`config.mk`:
```
export PLATFORM = sky130hd
export DESIGN_NAME = ctd_tamper
export DESIGN_NICKNAME = d
export VERILOG_FILES = /design/src/ctd_threshold_select_eval.v /design/src/ctd_tamper.v
export VERILOG_INCLUDE_DIRS = /design/src
export SDC_FILE = /design/constraint.sdc
export NUM_CORES = 1
export LEC_CHECK = 0
export BUFFER_PORTS_ARGS = -buffer_cell sky130_fd_sc_hd__clkbuf_2
export CAP_MARGIN = 25
export CORE_UTILIZATION = 45
export CTS_CLUSTER_SIZE = 14
export DETAILED_ROUTE_END_ITERATION = 12
export GPL_ROUTABILITY_DRIVEN = 0
export PLACE_DENSITY = 0.67
export REMOVE_ABC_BUFFERS = 1
export SLEW_MARGIN = 20
export SYNTH_ARGS = -nofsm -noshare
export SYNTH_HDL_FRONTEND = slang
export SYNTH_SLANG_ARGS = --single-unit
export TNS_END_PERCENT = 100
```
`constraint.sdc`:
```
create_clock -name clk -period 6.6 [get_ports clk]
set_input_delay 1.98 -clock clk [delete_from_list [all_inputs] [get_ports clk]]
set_output_delay 1.98 -clock clk [all_outputs]
set_load 0.01 [all_outputs]
```
`src/ctd_defines.vh`:
```
// Constants shared by the current tamper detector files
`ifndef CTD_DEFINES_VH
`define CTD_DEFINES_VH
`define CTD_OFS_CTRL 5'h00
`define CTD_OFS_STATUS 5'h04
`define CTD_OFS_IRQ_STATUS 5'h08
`define CTD_OFS_IRQ_CLEAR 5'h0C
`define CTD_OFS_IRQ_ENABLE 5'h10
`define CTD_CTRL_ENABLE 0
`define CTD_CTRL_THRESHOLD 1
`define CTD_CTRL_STANDALONE 2
`define CTD_CTRL_PINFUNC_LO 4
`define CTD_CTRL_PINFUNC_HI 5
`define CTD_CTRL_RESET 32'h00000001
`define CTD_IRQ_ENTER 0
`define CTD_IRQ_LEAVE 1
`define CTD_IRQ_SWAP 2
`define CTD_IRQ_EVAL 3
`define CTD_PERIODS_CYCLE 6'h3F
`define CTD_PER_SWITCH 6'h18
`define CTD_PER_B_START 6'h1C
`define CTD_PER_A_START 6'h20
`define CTD_PER_A_END 6'h23
`define CTD_PER_HOLD_END 6'h28
`define CTD_AGREE_NEEDED 3'h4
`define CTD_SHIFT_12P5 3'h4
`define CTD_SHIFT_6P25 3'h5
`endif

```
`src/ctd_threshold_select_eval.v`:
```
// Tamper criterion evaluation on two captured channel energies
`timescale 1ns/100ps
`default_nettype none
`include "ctd_defines.vh"
module ctd_threshold_select_eval #(
    parameter AW = 32
) (
    input wire clk,
    input wire rstn,
    input wire ce,
    input wire evalStrobe,
    input wire thresholdSelect,
    input wire signed [AW-1:0] energyA,
    input wire signed [AW-1:0] energyB,
    output reg critMet_ff,
    output reg oppositeSign_ff,
    output reg higherSecondary_ff,
    output reg evalDone_ff
);
    function [AW-1:0] absVal;
        input [AW-1:0] v;
        begin
            absVal = v[AW-1] ? (~v + {{(AW-1){1'b0}}, 1'b1}) : v;
        end
    endfunction

    wire [AW-1:0] magA;
    wire [AW-1:0] magB;
    wire [AW:0] magSum;
    wire [AW-1:0] magDiff;
    wire [AW+5:0] scaledDiff;
    wire opposite;
    assign magA = absVal(energyA);
    assign magB = absVal(energyB);
    assign magSum = {1'b0, magA} + {1'b0, magB};
    assign magDiff = (magA > magB) ? (magA - magB) : (magB - magA);
    // |A-B| > K*(A+B)/2 becomes |A-B| << (4 or 5) > (A+B), no divider needed
    assign scaledDiff = {6'h00, magDiff} << (thresholdSelect ? `CTD_SHIFT_6P25 : `CTD_SHIFT_12P5);
    assign opposite = energyA[AW-1] ^ energyB[AW-1];

    always @(posedge clk or negedge rstn) begin
        if (!rstn) begin
            critMet_ff <= 1'b0;
            oppositeSign_ff <= 1'b0;
            higherSecondary_ff <= 1'b0;
            evalDone_ff <= 1'b0;
        end else if (ce) begin
            evalDone_ff <= evalStrobe;
            if (evalStrobe) begin
                critMet_ff <= opposite | (scaledDiff > {5'h00, magSum});
                oppositeSign_ff <= opposite;
                higherSecondary_ff <= magB > magA;
            end
        end
    end
endmodule
`default_nettype wire

```
`src/ctd_tamper.v`:
```
// Current tamper detector: line-period sequencer, sample capture, state and registers
// Functional notes
// - Tamper mode time-shares one current modulator between primary and secondary channel.
// - Tamper criterion: |A-B| above 12.5% or 6.25% of average, chosen by threshold_select.
// - Opposite-sign samples keep tamper flag on; larger magnitude still picks channel.
// - Single wire metering compares apparent energy instead of active energy.
// - Period error, stuck modulator stream or no load force normal state, evaluation off.
// - Reset starts in normal state with primary channel integrated.
// - Checking sequence repeats every sixty-four line periods.
// - Period 24 switches to secondary and holds primary values for sixteen periods.
// - Secondary integrates four periods after hold, then primary returns and integrates.
// - Secondary sample then primary sample are evaluated; higher current gives candidate.
// - Four consecutive agreeing results are needed before the state changes, except opposite sign, which enters tamper at once.
// - Tamper state multiplexes 56:8 toward primary if larger, else 8:56.
// - Status flag shows tamper; standalone mode also drives it to serial data pin.
// - No load suspends power integration and disables the tamper logic.
// - Peripheral mode, pin function 1: pulse pin shows selected channel.
//
// Design decisions made here: the address map and register access over Avalon-MM.
`timescale 1ns/100ps
`default_nettype none
`include "ctd_defines.vh"
module ctd_tamper #(
    parameter PW = 24,
    parameter AW = 32
) (
    input wire clk,
    input wire rstn,
    input wire ce,
    input wire [4:0] avs_address,
    input wire avs_read,
    input wire avs_write,
    input wire [31:0] avs_writedata,
    input wire [3:0] avs_byteenable,
    output reg [31:0] avs_readdata,
    output wire avs_waitrequest,
    input wire lineCycleEvent,
    input wire lineFrequencyError,
    input wire sdStreamStuck,
    input wire noLoadFlag,
    input wire singleWireMetering,
    input wire powerStrobe,
    input wire signed [PW-1:0] activePower,
    input wire signed [PW-1:0] apparentPower,
    output reg channelSelect,
    output reg holdPrimaryValues,
    output reg integrateSecondary,
    output wire powerIntegrateEn,
    output reg tamperFlag,
    output reg serialDataPin,
    output reg energyPulsePin,
    output wire irq
);
    reg [31:0] ctrl_ff;
    reg [3:0] irqStatus_ff;
    reg [3:0] irqEnable_ff;
    reg ack_ff;
    reg [5:0] period_ff;
    reg selSecondary_ff;
    reg tamper_ff;
    reg [2:0] agree_ff;
    reg candTamper_ff;
    reg candSecondary_ff;
    reg signed [AW-1:0] accA_ff;
    reg signed [AW-1:0] accB_ff;
    reg evalPending_ff;
    reg [5:0] nxt_period;
    reg nxt_selSecondary;
    reg nxt_tamper;
    reg [2:0] nxt_agree;
    reg nxt_candTamper;
    reg nxt_candSecondary;
    reg [3:0] events;
    wire active;
    wire inSwitch;
    wire inHold;
    wire inSlotB;
    wire inSlotA;
    wire evalStrobe;
    wire critMet;
    wire oppositeSign;
    wire higherSecondary;
    wire evalDone;
    wire measSecondary;
    wire signed [PW-1:0] comparedPower;
    wire signed [AW-1:0] powerExt;
    wire [1:0] pinFunc;
    wire [31:0] beMask;
    wire wrTaken;
    wire rdTaken;

    function inRange;
        input [5:0] v;
        input [5:0] lo;
        input [5:0] hi;
        begin
            inRange = (v >= lo) && (v <= hi);
        end
    endfunction

    assign pinFunc = ctrl_ff[`CTD_CTRL_PINFUNC_HI:`CTD_CTRL_PINFUNC_LO];
    // Any bad input kills the sequence rather than letting a stale sample decide
    assign active = ctrl_ff[`CTD_CTRL_ENABLE] & ~lineFrequencyError & ~sdStreamStuck & ~noLoadFlag;
    assign powerIntegrateEn = ~noLoadFlag;
    assign inSwitch = inRange(period_ff, `CTD_PER_SWITCH, `CTD_PER_A_START - 6'h01);
    assign inHold = inRange(period_ff, `CTD_PER_SWITCH, `CTD_PER_HOLD_END - 6'h01);
    assign inSlotB = inRange(period_ff, `CTD_PER_B_START, `CTD_PER_A_START - 6'h01);
    assign inSlotA = inRange(period_ff, `CTD_PER_A_START, `CTD_PER_A_END);
    // One cycle after the last slot A period (period 35), so its final power sample is in the sum
    assign evalStrobe = active & evalPending_ff;
    // Channel actually on the modulator: selected one, swapped during the switch window
    assign measSecondary = selSecondary_ff ^ inSwitch;
    assign comparedPower = singleWireMetering ? apparentPower : activePower;
    assign powerExt = {{(AW-PW){comparedPower[PW-1]}}, comparedPower};

    ctd_threshold_select_eval #(
        .AW(AW)
    ) u_threshold_select (
        .clk(clk),
        .rstn(rstn),
        .ce(ce),
        .evalStrobe(evalStrobe),
        .thresholdSelect(ctrl_ff[`CTD_CTRL_THRESHOLD]),
        .energyA(accA_ff),
        .energyB(accB_ff),
        .critMet_ff(critMet),
        .oppositeSign_ff(oppositeSign),
        .higherSecondary_ff(higherSecondary),
        .evalDone_ff(evalDone)
    );

    // Period counter and sample accumulators
    always @(posedge clk or negedge rstn) begin
        if (!rstn) begin
            period_ff <= 6'h00;
            evalPending_ff <= 1'b0;
            accA_ff <= {AW{1'b0}};
            accB_ff <= {AW{1'b0}};
        end else if (ce) begin
            period_ff <= nxt_period;
            evalPending_ff <= active & lineCycleEvent & (period_ff == `CTD_PER_A_END);
            if (!active) begin
                accA_ff <= {AW{1'b0}};
                accB_ff <= {AW{1'b0}};
            end else if (lineCycleEvent && period_ff == `CTD_PER_SWITCH) begin
                accA_ff <= {AW{1'b0}};
                accB_ff <= {AW{1'b0}};
            end else if (powerStrobe) begin
                // Samples are filed by physical channel, so mirrored cycles, sampling A then B, still fill the right sums
                if (inSlotB && measSecondary)
                    accB_ff <= accB_ff + powerExt;
                if (inSlotB && !measSecondary)
                    accA_ff <= accA_ff + powerExt;
                if (inSlotA && measSecondary)
                    accB_ff <= accB_ff + powerExt;
                if (inSlotA && !measSecondary)
                    accA_ff <= accA_ff + powerExt;
            end
        end
    end

    always @* begin
        nxt_period = period_ff;
        if (!active)
            nxt_period = 6'h00;
        else if (lineCycleEvent)
            nxt_period = (period_ff == `CTD_PERIODS_CYCLE) ? 6'h00 : period_ff + 6'h01;
    end

    // Candidate tracking and state decision
    always @* begin
        nxt_selSecondary = selSecondary_ff;
        nxt_tamper = tamper_ff;
        nxt_agree = agree_ff;
        nxt_candTamper = candTamper_ff;
        nxt_candSecondary = candSecondary_ff;
        events = 4'h0;
        if (!active) begin
            nxt_selSecondary = 1'b0;
            nxt_tamper = 1'b0;
            nxt_agree = 3'h0;
            nxt_candTamper = 1'b0;
            nxt_candSecondary = 1'b0;
        end else if (evalDone) begin
            events[`CTD_IRQ_EVAL] = 1'b1;
            nxt_candTamper = critMet;
            nxt_candSecondary = critMet & higherSecondary;
            if (agree_ff != 3'h0 && critMet == candTamper_ff && (critMet & higherSecondary) == candSecondary_ff)
                nxt_agree = (agree_ff == `CTD_AGREE_NEEDED) ? agree_ff : agree_ff + 3'h1;
            else
                nxt_agree = 3'h1;
            if (oppositeSign)
                nxt_tamper = 1'b1;
            if (nxt_agree == `CTD_AGREE_NEEDED) begin
                nxt_tamper = critMet;
                nxt_selSecondary = critMet & higherSecondary;
            end
        end
        if (nxt_tamper && !tamper_ff)
            events[`CTD_IRQ_ENTER] = 1'b1;
        if (!nxt_tamper && tamper_ff)
            events[`CTD_IRQ_LEAVE] = 1'b1;
        if (nxt_selSecondary != selSecondary_ff)
            events[`CTD_IRQ_SWAP] = 1'b1;
    end

    always @(posedge clk or negedge rstn) begin
        if (!rstn) begin
            selSecondary_ff <= 1'b0;
            tamper_ff <= 1'b0;
            agree_ff <= 3'h0;
            candTamper_ff <= 1'b0;
            candSecondary_ff <= 1'b0;
        end else if (ce) begin
            selSecondary_ff <= nxt_selSecondary;
            tamper_ff <= nxt_tamper;
            agree_ff <= nxt_agree;
            candTamper_ff <= nxt_candTamper;
            candSecondary_ff <= nxt_candSecondary;
        end
    end

    // Pin outputs from flip-flops
    always @(posedge clk or negedge rstn) begin
        if (!rstn) begin
            channelSelect <= 1'b0;
            holdPrimaryValues <= 1'b0;
            integrateSecondary <= 1'b0;
            tamperFlag <= 1'b0;
            serialDataPin <= 1'b0;
            energyPulsePin <= 1'b0;
        end else if (ce) begin
            channelSelect <= active & (nxt_selSecondary ^ inRange(nxt_period, `CTD_PER_SWITCH,
                `CTD_PER_A_START - 6'h01));
            holdPrimaryValues <= active & inRange(nxt_period, `CTD_PER_SWITCH, `CTD_PER_HOLD_END - 6'h01);
            integrateSecondary <= nxt_selSecondary;
            tamperFlag <= nxt_tamper;
            serialDataPin <= ctrl_ff[`CTD_CTRL_STANDALONE] & nxt_tamper;
            // Other pin functions live outside this block, so the pin rests low there
            energyPulsePin <= ~ctrl_ff[`CTD_CTRL_STANDALONE] & (pinFunc == 2'h1) & nxt_selSecondary;
        end
    end

    // Avalon-MM slave: one wait state, then the access completes
    assign avs_waitrequest = (avs_read | avs_write) & ~ack_ff;
    assign wrTaken = avs_write & ack_ff;
    assign rdTaken = avs_read & ~ack_ff;
    assign beMask = {{8{avs_byteenable[3]}}, {8{avs_byteenable[2]}}, {8{avs_byteenable[1]}}, {8{avs_byteenable[0]}}};
    assign irq = |(irqStatus_ff & irqEnable_ff);

    always @(posedge clk or negedge rstn) begin
        if (!rstn) begin
            ack_ff <= 1'b0;
            avs_readdata <= 32'h00000000;
            ctrl_ff <= `CTD_CTRL_RESET;
            irqStatus_ff <= 4'h0;
            irqEnable_ff <= 4'h0;
        end else if (ce) begin
            ack_ff <= (avs_read | avs_write) & ~ack_ff;
            if (rdTaken) begin
                case (avs_address)
                    `CTD_OFS_CTRL: avs_readdata <= ctrl_ff & 32'h00000037;
                    `CTD_OFS_STATUS: avs_readdata <= {17'h00000, agree_ff, period_ff, 2'h0,
                        holdPrimaryValues, channelSelect, selSecondary_ff, tamper_ff};
                    `CTD_OFS_IRQ_STATUS: avs_readdata <= {28'h0000000, irqStatus_ff};
                    `CTD_OFS_IRQ_ENABLE: avs_readdata <= {28'h0000000, irqEnable_ff};
                    default: avs_readdata <= 32'h00000000;
                endcase
            end
            if (wrTaken && avs_address == `CTD_OFS_CTRL)
                ctrl_ff <= ((ctrl_ff & ~beMask) | (avs_writedata & beMask)) & 32'h00000037;
            if (wrTaken && avs_address == `CTD_OFS_IRQ_ENABLE && avs_byteenable[0])
                irqEnable_ff <= avs_writedata[3:0];
            // A new event in the clearing cycle survives the clear
            if (wrTaken && avs_address == `CTD_OFS_IRQ_CLEAR && avs_byteenable[0])
                irqStatus_ff <= (irqStatus_ff & ~avs_writedata[3:0]) | events;
            else
                irqStatus_ff <= irqStatus_ff | events;
        end
    end
endmodule
`default_nettype wire

```
Yosys cells after proc, flatten, opt, wreduce, memory -nomap -nowiden
Index checks and enable logic that the tools add are counted.
- shift-type cells: 1
- bitwise gates (word level): 36
- $add $sub $neg: 9
- order comparisons: 11
- reduce and logical (&&, ||, !) cells: 32
- muxes and demuxes: 42
- equal/unequal tests: 17
- operators with widths (operator ; number):
    2-to-1 mux 32 bit ; 13
    adder 32 x 1 -> 32 bit (second input constant) ; 2
    adder 32 x 24 -> 32 bit ; 2
    greater-than comparator 32 bit ; 2
    inverter 32 bit ; 2
    subtractor 32 bit ; 2
    case mux 15 bit (4 select lines) ; 1
    greater-than comparator 38 x 33 -> 1 bit ; 1
    left shift 32 x 3 -> 38 bit ; 1
    adder 32 x 32 -> 33 bit ; 1
    2-to-1 mux 24 bit ; 1
    logical AND 1 bit ; 19
    greater-or-equal comparator 6 x 5 -> 1 bit (second input constant) ; 3
    2-to-1 mux 3 bit ; 6
    2-to-1 mux 6 bit ; 3
    2-to-1 mux 1 bit ; 17
    AND 1 bit ; 15
    AND 6 bit ; 2
    == test 6 bit (second input constant) ; 2
    <= comparator 6 x 5 -> 1 bit (second input constant) ; 2
    <= comparator 6 bit (second input constant) ; 2
    == test 5 x 4 -> 1 bit (second input constant) ; 2
    AND reduction 2 bit ; 5
    AND 4 bit ; 2
    other kinds (26) ; 40
- logic and storage cells: 170
- register bits: 132
- output and inout bits: 41
- input port bits: 100

Logic depth before layout (Yosys ltp)
- depth after elaboration: 15
- mapped depth: 36
- depth with buffers taken out: 32

Cells and area by module
Synthesis repeated with hierarchy kept, for this count alone.
- cells, all modules: 2035
- area, all modules: 15861.5 um^2
- by module, submodules not included (module ; area an instance (um^2) ; times used ; cells an instance ; sequential area each (um^2)):
    ctd_tamper ; 8334.2 ; 1 ; 954 ; 2778.9
    ctd_threshold_select_eval ; 7527.2 ; 1 ; 1081 ; 100.1

Least setup slack after synthesis
No wires, ideal clock.
- path kind: reg2reg
- from: register accB_ff[15]
- to: register u_threshold_select.critMet_ff
- arrival time: 7.135 ns
- setup time: 0.139 ns
- period minus slack after synthesis: 7.274 ns
- stages on the path, launching flop included: 32
- setup slack: -0.674 ns
- data required time: 6.461 ns
- path buffers: 2
- cell sequence: dfrtp_1 > or3_4 > or3_4 > or4_4 > or3_1 > nand2b_4 > or4_4 > or4b_4 > ha_1 > nand4_1 > nor4_2 > and2_1 > and4_1 > buf_2 > or3_1 > buf_2 > nand2_1 > mux2_2 > a221oi_1 > xor2_1 > mux2i_1 > ha_1 > a21o_1 > a21o_1 > a21oi_1 > o21ai_0 > a22o_1 > nor3_1 > a31oi_1 > nor3_1 > mux2_2 > a41oi_1
- longest elaborated chain between the ends: 8
- elaborated cells on any way between the ends: 11
- classes of those cells: add/sub (4); order compare (2); shift (1); mux (2); bitwise (2)
- RTL lines (what ; line ; source):
    from (decl) ; ctd_tamper.v:65 ; reg signed [AW-1:0] accB_ff;
    from (signal assigned) ; ctd_tamper.v:138 ; accB_ff <= {AW{1'b0}};
    from (signal assigned) ; ctd_tamper.v:144 ; accB_ff <= {AW{1'b0}};
    from (signal assigned) ; ctd_tamper.v:147 ; accB_ff <= {AW{1'b0}};
    inverter 32 bit ; ctd_threshold_select_eval.v:23 ; absVal = v[AW-1] ? (~v + {{(AW-1){1'b0}}, 1'b1}) : v;
    adder 32 x 1 -> 32 bit ; ctd_threshold_select_eval.v:23 ;
    2-to-1 mux 32 bit * ; ctd_threshold_select_eval.v:23 ;
    subtractor 32 bit or greater-than comparator 32 bit (tied branches) ; ctd_threshold_select_eval.v:36 ; assign magDiff = (magA > magB) ? (magA - magB) : (magB - magA);
    2-to-1 mux 32 bit ; ctd_threshold_select_eval.v:36 ;
    left shift 32 x 3 -> 38 bit ; ctd_threshold_select_eval.v:38 ; assign scaledDiff = {6'h00, magDiff} << (thresholdSelect ? `CTD_SHIFT_6P25 : `CTD_SHIFT_12P5);
    greater-than comparator 38 x 33 -> 1 bit * ; ctd_threshold_select_eval.v:50 ; critMet_ff <= opposite | (scaledDiff > {5'h00, magSum});
    OR 1 bit * ; ctd_threshold_select_eval.v:50 ;
    to (signal assigned) ; ctd_threshold_select_eval.v:50 ;
    to (decl) ; ctd_threshold_select_eval.v:15 ; output reg critMet_ff,
Every way passes the cells marked *; elsewhere a longest branch is shown, timed or not.
A chain may end at the register's enable or synchronous reset.

Worst setup path after layout
Same ends and word-level chain as after synthesis.

==> run metrics <==
Seq/Total Area, Yosys=a little under a fifth; Net count, final=2,676; LEAKAGE=9.91 nW; post-synth top area share=around 18%; CP startpoint kind=register; Clock transition at path regs=about 60 ps; H-tree levels=4; pre-CTS setup slack=-1350 ps; Row Count=68; Worst EP required=around 7000 ps; FMAX=130 MHz; Core ar.=approximately 0.034 mm²; Most Frequent Cell on Critical Path=or3_4; crit end category=register; Clock Sinks=roughly 120; largest net degree at the start of global routing=60; max-slew violations=0; Critical-path top delay cell=or4b_4; ant diodes=0; Setup TNS=-1110 ps; #FFs+latches synth=approximately 120; critical path peak fanout=4; Synth area leaders=dfrtp_1 18%, ha_1 15%, xnor2_1 6.0%, a21oi_1 5.5%, nand2_1 4.8%; most frequent cells in the layout=303 x buf_4, 199 x nand2_1, 190 x ha_1; Starting Density=between 40% and 50%; Tightest Hold Check Type=reg2reg; I/O Buffers=94; Post-synth EDFFs=0; Detail Route Antenna Nets=0; Yosys top cell by area=dfrtp_1; syn_area_per_cell=roughly 7.7 µm²; Cell Area, Synth=~0.016 mm²; io pins=between 100 and 150; Clock Latency Late Sink=around 450 ps; Syn Inst Count=just over 2,000; Remaining Overflow, GRT=0; Die ar.=0.0357 mm²; Max Cap Violations=0; final setup violation count=1; routed vias/inst=between 5 and 6; initial antenna violation count=0; hpwl dp=roughly 39,000 µm; failing checks=design-rule violations, negative setup slack; setup ws final=-1110 ps; hold slack=around 480 ps; CTS tree=built; share of cells above drive strength 1=a little under a quarter; Pwr Density=135 mW/mm²; Post-route DRC=1; First-pass DRT Iterations=10; status=complete, but fails checks; Worst Tran Pin Value=around 930 ps; first-pass GRT wire length=just under 80,000 µm; Max rail drop VDD=roughly 0.17 mV; Area growth, synth to finish=24.6%; Post-CTS Hold Buffers=0; Crit path largest cell delay=580 ps; deepest clock path buffer count=2; initial DRC count=around 1,300; CP arrival=roughly 8000 ps; max_slew headroom=around 38%; chip height=between 150 and 200 µm; unique cell type count in the Yosys netlist=85; placed cell areas=0.0186 mm²; unrepaired setup endpoints after global routing=true; CTS buffer count=17; Total Routing Usage GR=27.0%; WS Path Type=reg2reg; Final Critical Period=about 7700 ps; FFs w/ async S/R, synth=100%; wire length per cell=roughly 17 µm; prevailing post-synth register cell=dfrtp_1; Final Instance Area=around 0.02 mm²; yosys warns=0; Final Skew=around 11 ps; die width=approximately 190 µm; via count=between 15,000 and 20,000; fin crit share=117%; CTS Root Cell=clkbuf_16; final WL=around 48,000 µm; Hold Vio Cnt, Final=0; Pwr Total=between 2 and 3 mW; commonest non-fill, non-tap cell in the layout=buf_4; vias in the first global route=15,793
==> metal layers <==
metal,track usage [%],vias up,part of all wire [%]
li1,-,8051,-
met2,43.8,591,45
met1,36.3,7780,45
met5,0,-,0
met4,10.4,0,3.6
met3,3.69,107,5.9
==> path summary, 6_finish.rpt <==
check	cells after the start	startpoint	endpoint	slack, ps
max	32	accB_ff[15]	u_threshold_select.critMet_ff	-1110
min	2	avs_readdata[11]	avs_readdata[11]	480
max reg2reg	32	accB_ff[15]	u_threshold_select.critMet_ff	-1110
min reg2reg	2	avs_readdata[11]	avs_readdata[11]	480
max in group asynchronous	2	rstn	avs_readdata[14]	4090
min in group asynchronous	1	rstn	accB_ff[0]	1430
==> synthesized netlist by cell type (all sizes together) (6+ instances only) <==
library cell / n
a2111oi: 9
a211oi: 24
a21boi: 8
a21o: 52
a21oi: 172
a221oi: 13
a22o: 42
a22oi: 9
a31oi: 11
a32o: 6
and2: 12
and3: 9
buf: 38
clkbuf: 62
dfrtp: 114
ha: 193
inv: 136
mux2: 37
mux2i: 25
nand2: 200
nand2b: 19
nand3: 37
nand3b: 7
nand4: 28
nor2: 152
nor2b: 15
nor3: 63
nor4: 20
o211ai: 14
o21a: 17
o21ai: 132
o21bai: 24
o22ai: 9
o311ai: 7
o31ai: 42
o41ai: 11
or2: 15
or3: 13
or4: 16
xnor2: 108
xor2: 62
==> per-stage QoR <==
step,cells,utilization (%)
2_1_floorplan,1960,-
3_3_place_gp,2802,54.0
3_5_place_dp,2802,54.0
4_1_cts,2838,56.2
5_1_grt,2846,56.9
6_report,2846,56.9
==> flip-flops by register name (all words and copies together) (netlist names), 3 cells and up, named ones only <==
register	count
accA_ff	32
accB_ff	32
agree_ff	3
avs_readdata	15
irqEnable_ff	4
irqStatus_ff	4
period_ff	6
==> logic make-up after synthesis <==
group	after synthesis	synth area share [%]
XOR/XNOR	170	9.46
adder cells (fa/ha/maj)	199	16.0
flip-flops	115	18.3
multiplexers	62	4.24
buffers and inverters	237	6.14
other	1	0.0238
AND/OR/NAND/NOR	621	19.0
AO/OA/AOI/OAI	639	26.8
==> repair_timing <==
| action | in CTS | in global routing |
|---|---|---|
| endpoints found under the setup margin | 1 | 1 |
| endpoints found under the hold margin | 0 | 0 |
| gates resized for setup | 30 | 33 |
| setup buffers | 4 | 7 |
| pin swaps | 16 | 27 |
==> where the power goes <==
part / internal [mW] / switching (mW)
Combinational: 0.487 / 0.548
Sequential: 0.714 / 0.0124
Clock: 0.529 / 0.365
Total: 1.73 / 0.926
==> cell type report <==
class / instances / area (µm²)
clock buffer: 18 / 439
clock inverter: 14 / 129
fill: 3106 / 14800
inverter: 137 / 514
multi-input combinational: 1708 / 12300
sequential: 115 / 2880
tap: 455 / 569
timing repair buffer: 399 / 2790
==> critical path, delay by kind of cell (launching register included) <==
kind	cells	cell delay [ps]
and+or+nand+nor	20	4640
AOI/OAI and AO/OA	4	810
adders and majority gates	2	590
buffers and inverters	3	480
muxes	2	450
DFF	1	370
xor gates and xnor gates	1	290
No activity file was read; power rests on OpenSTA's default activity.
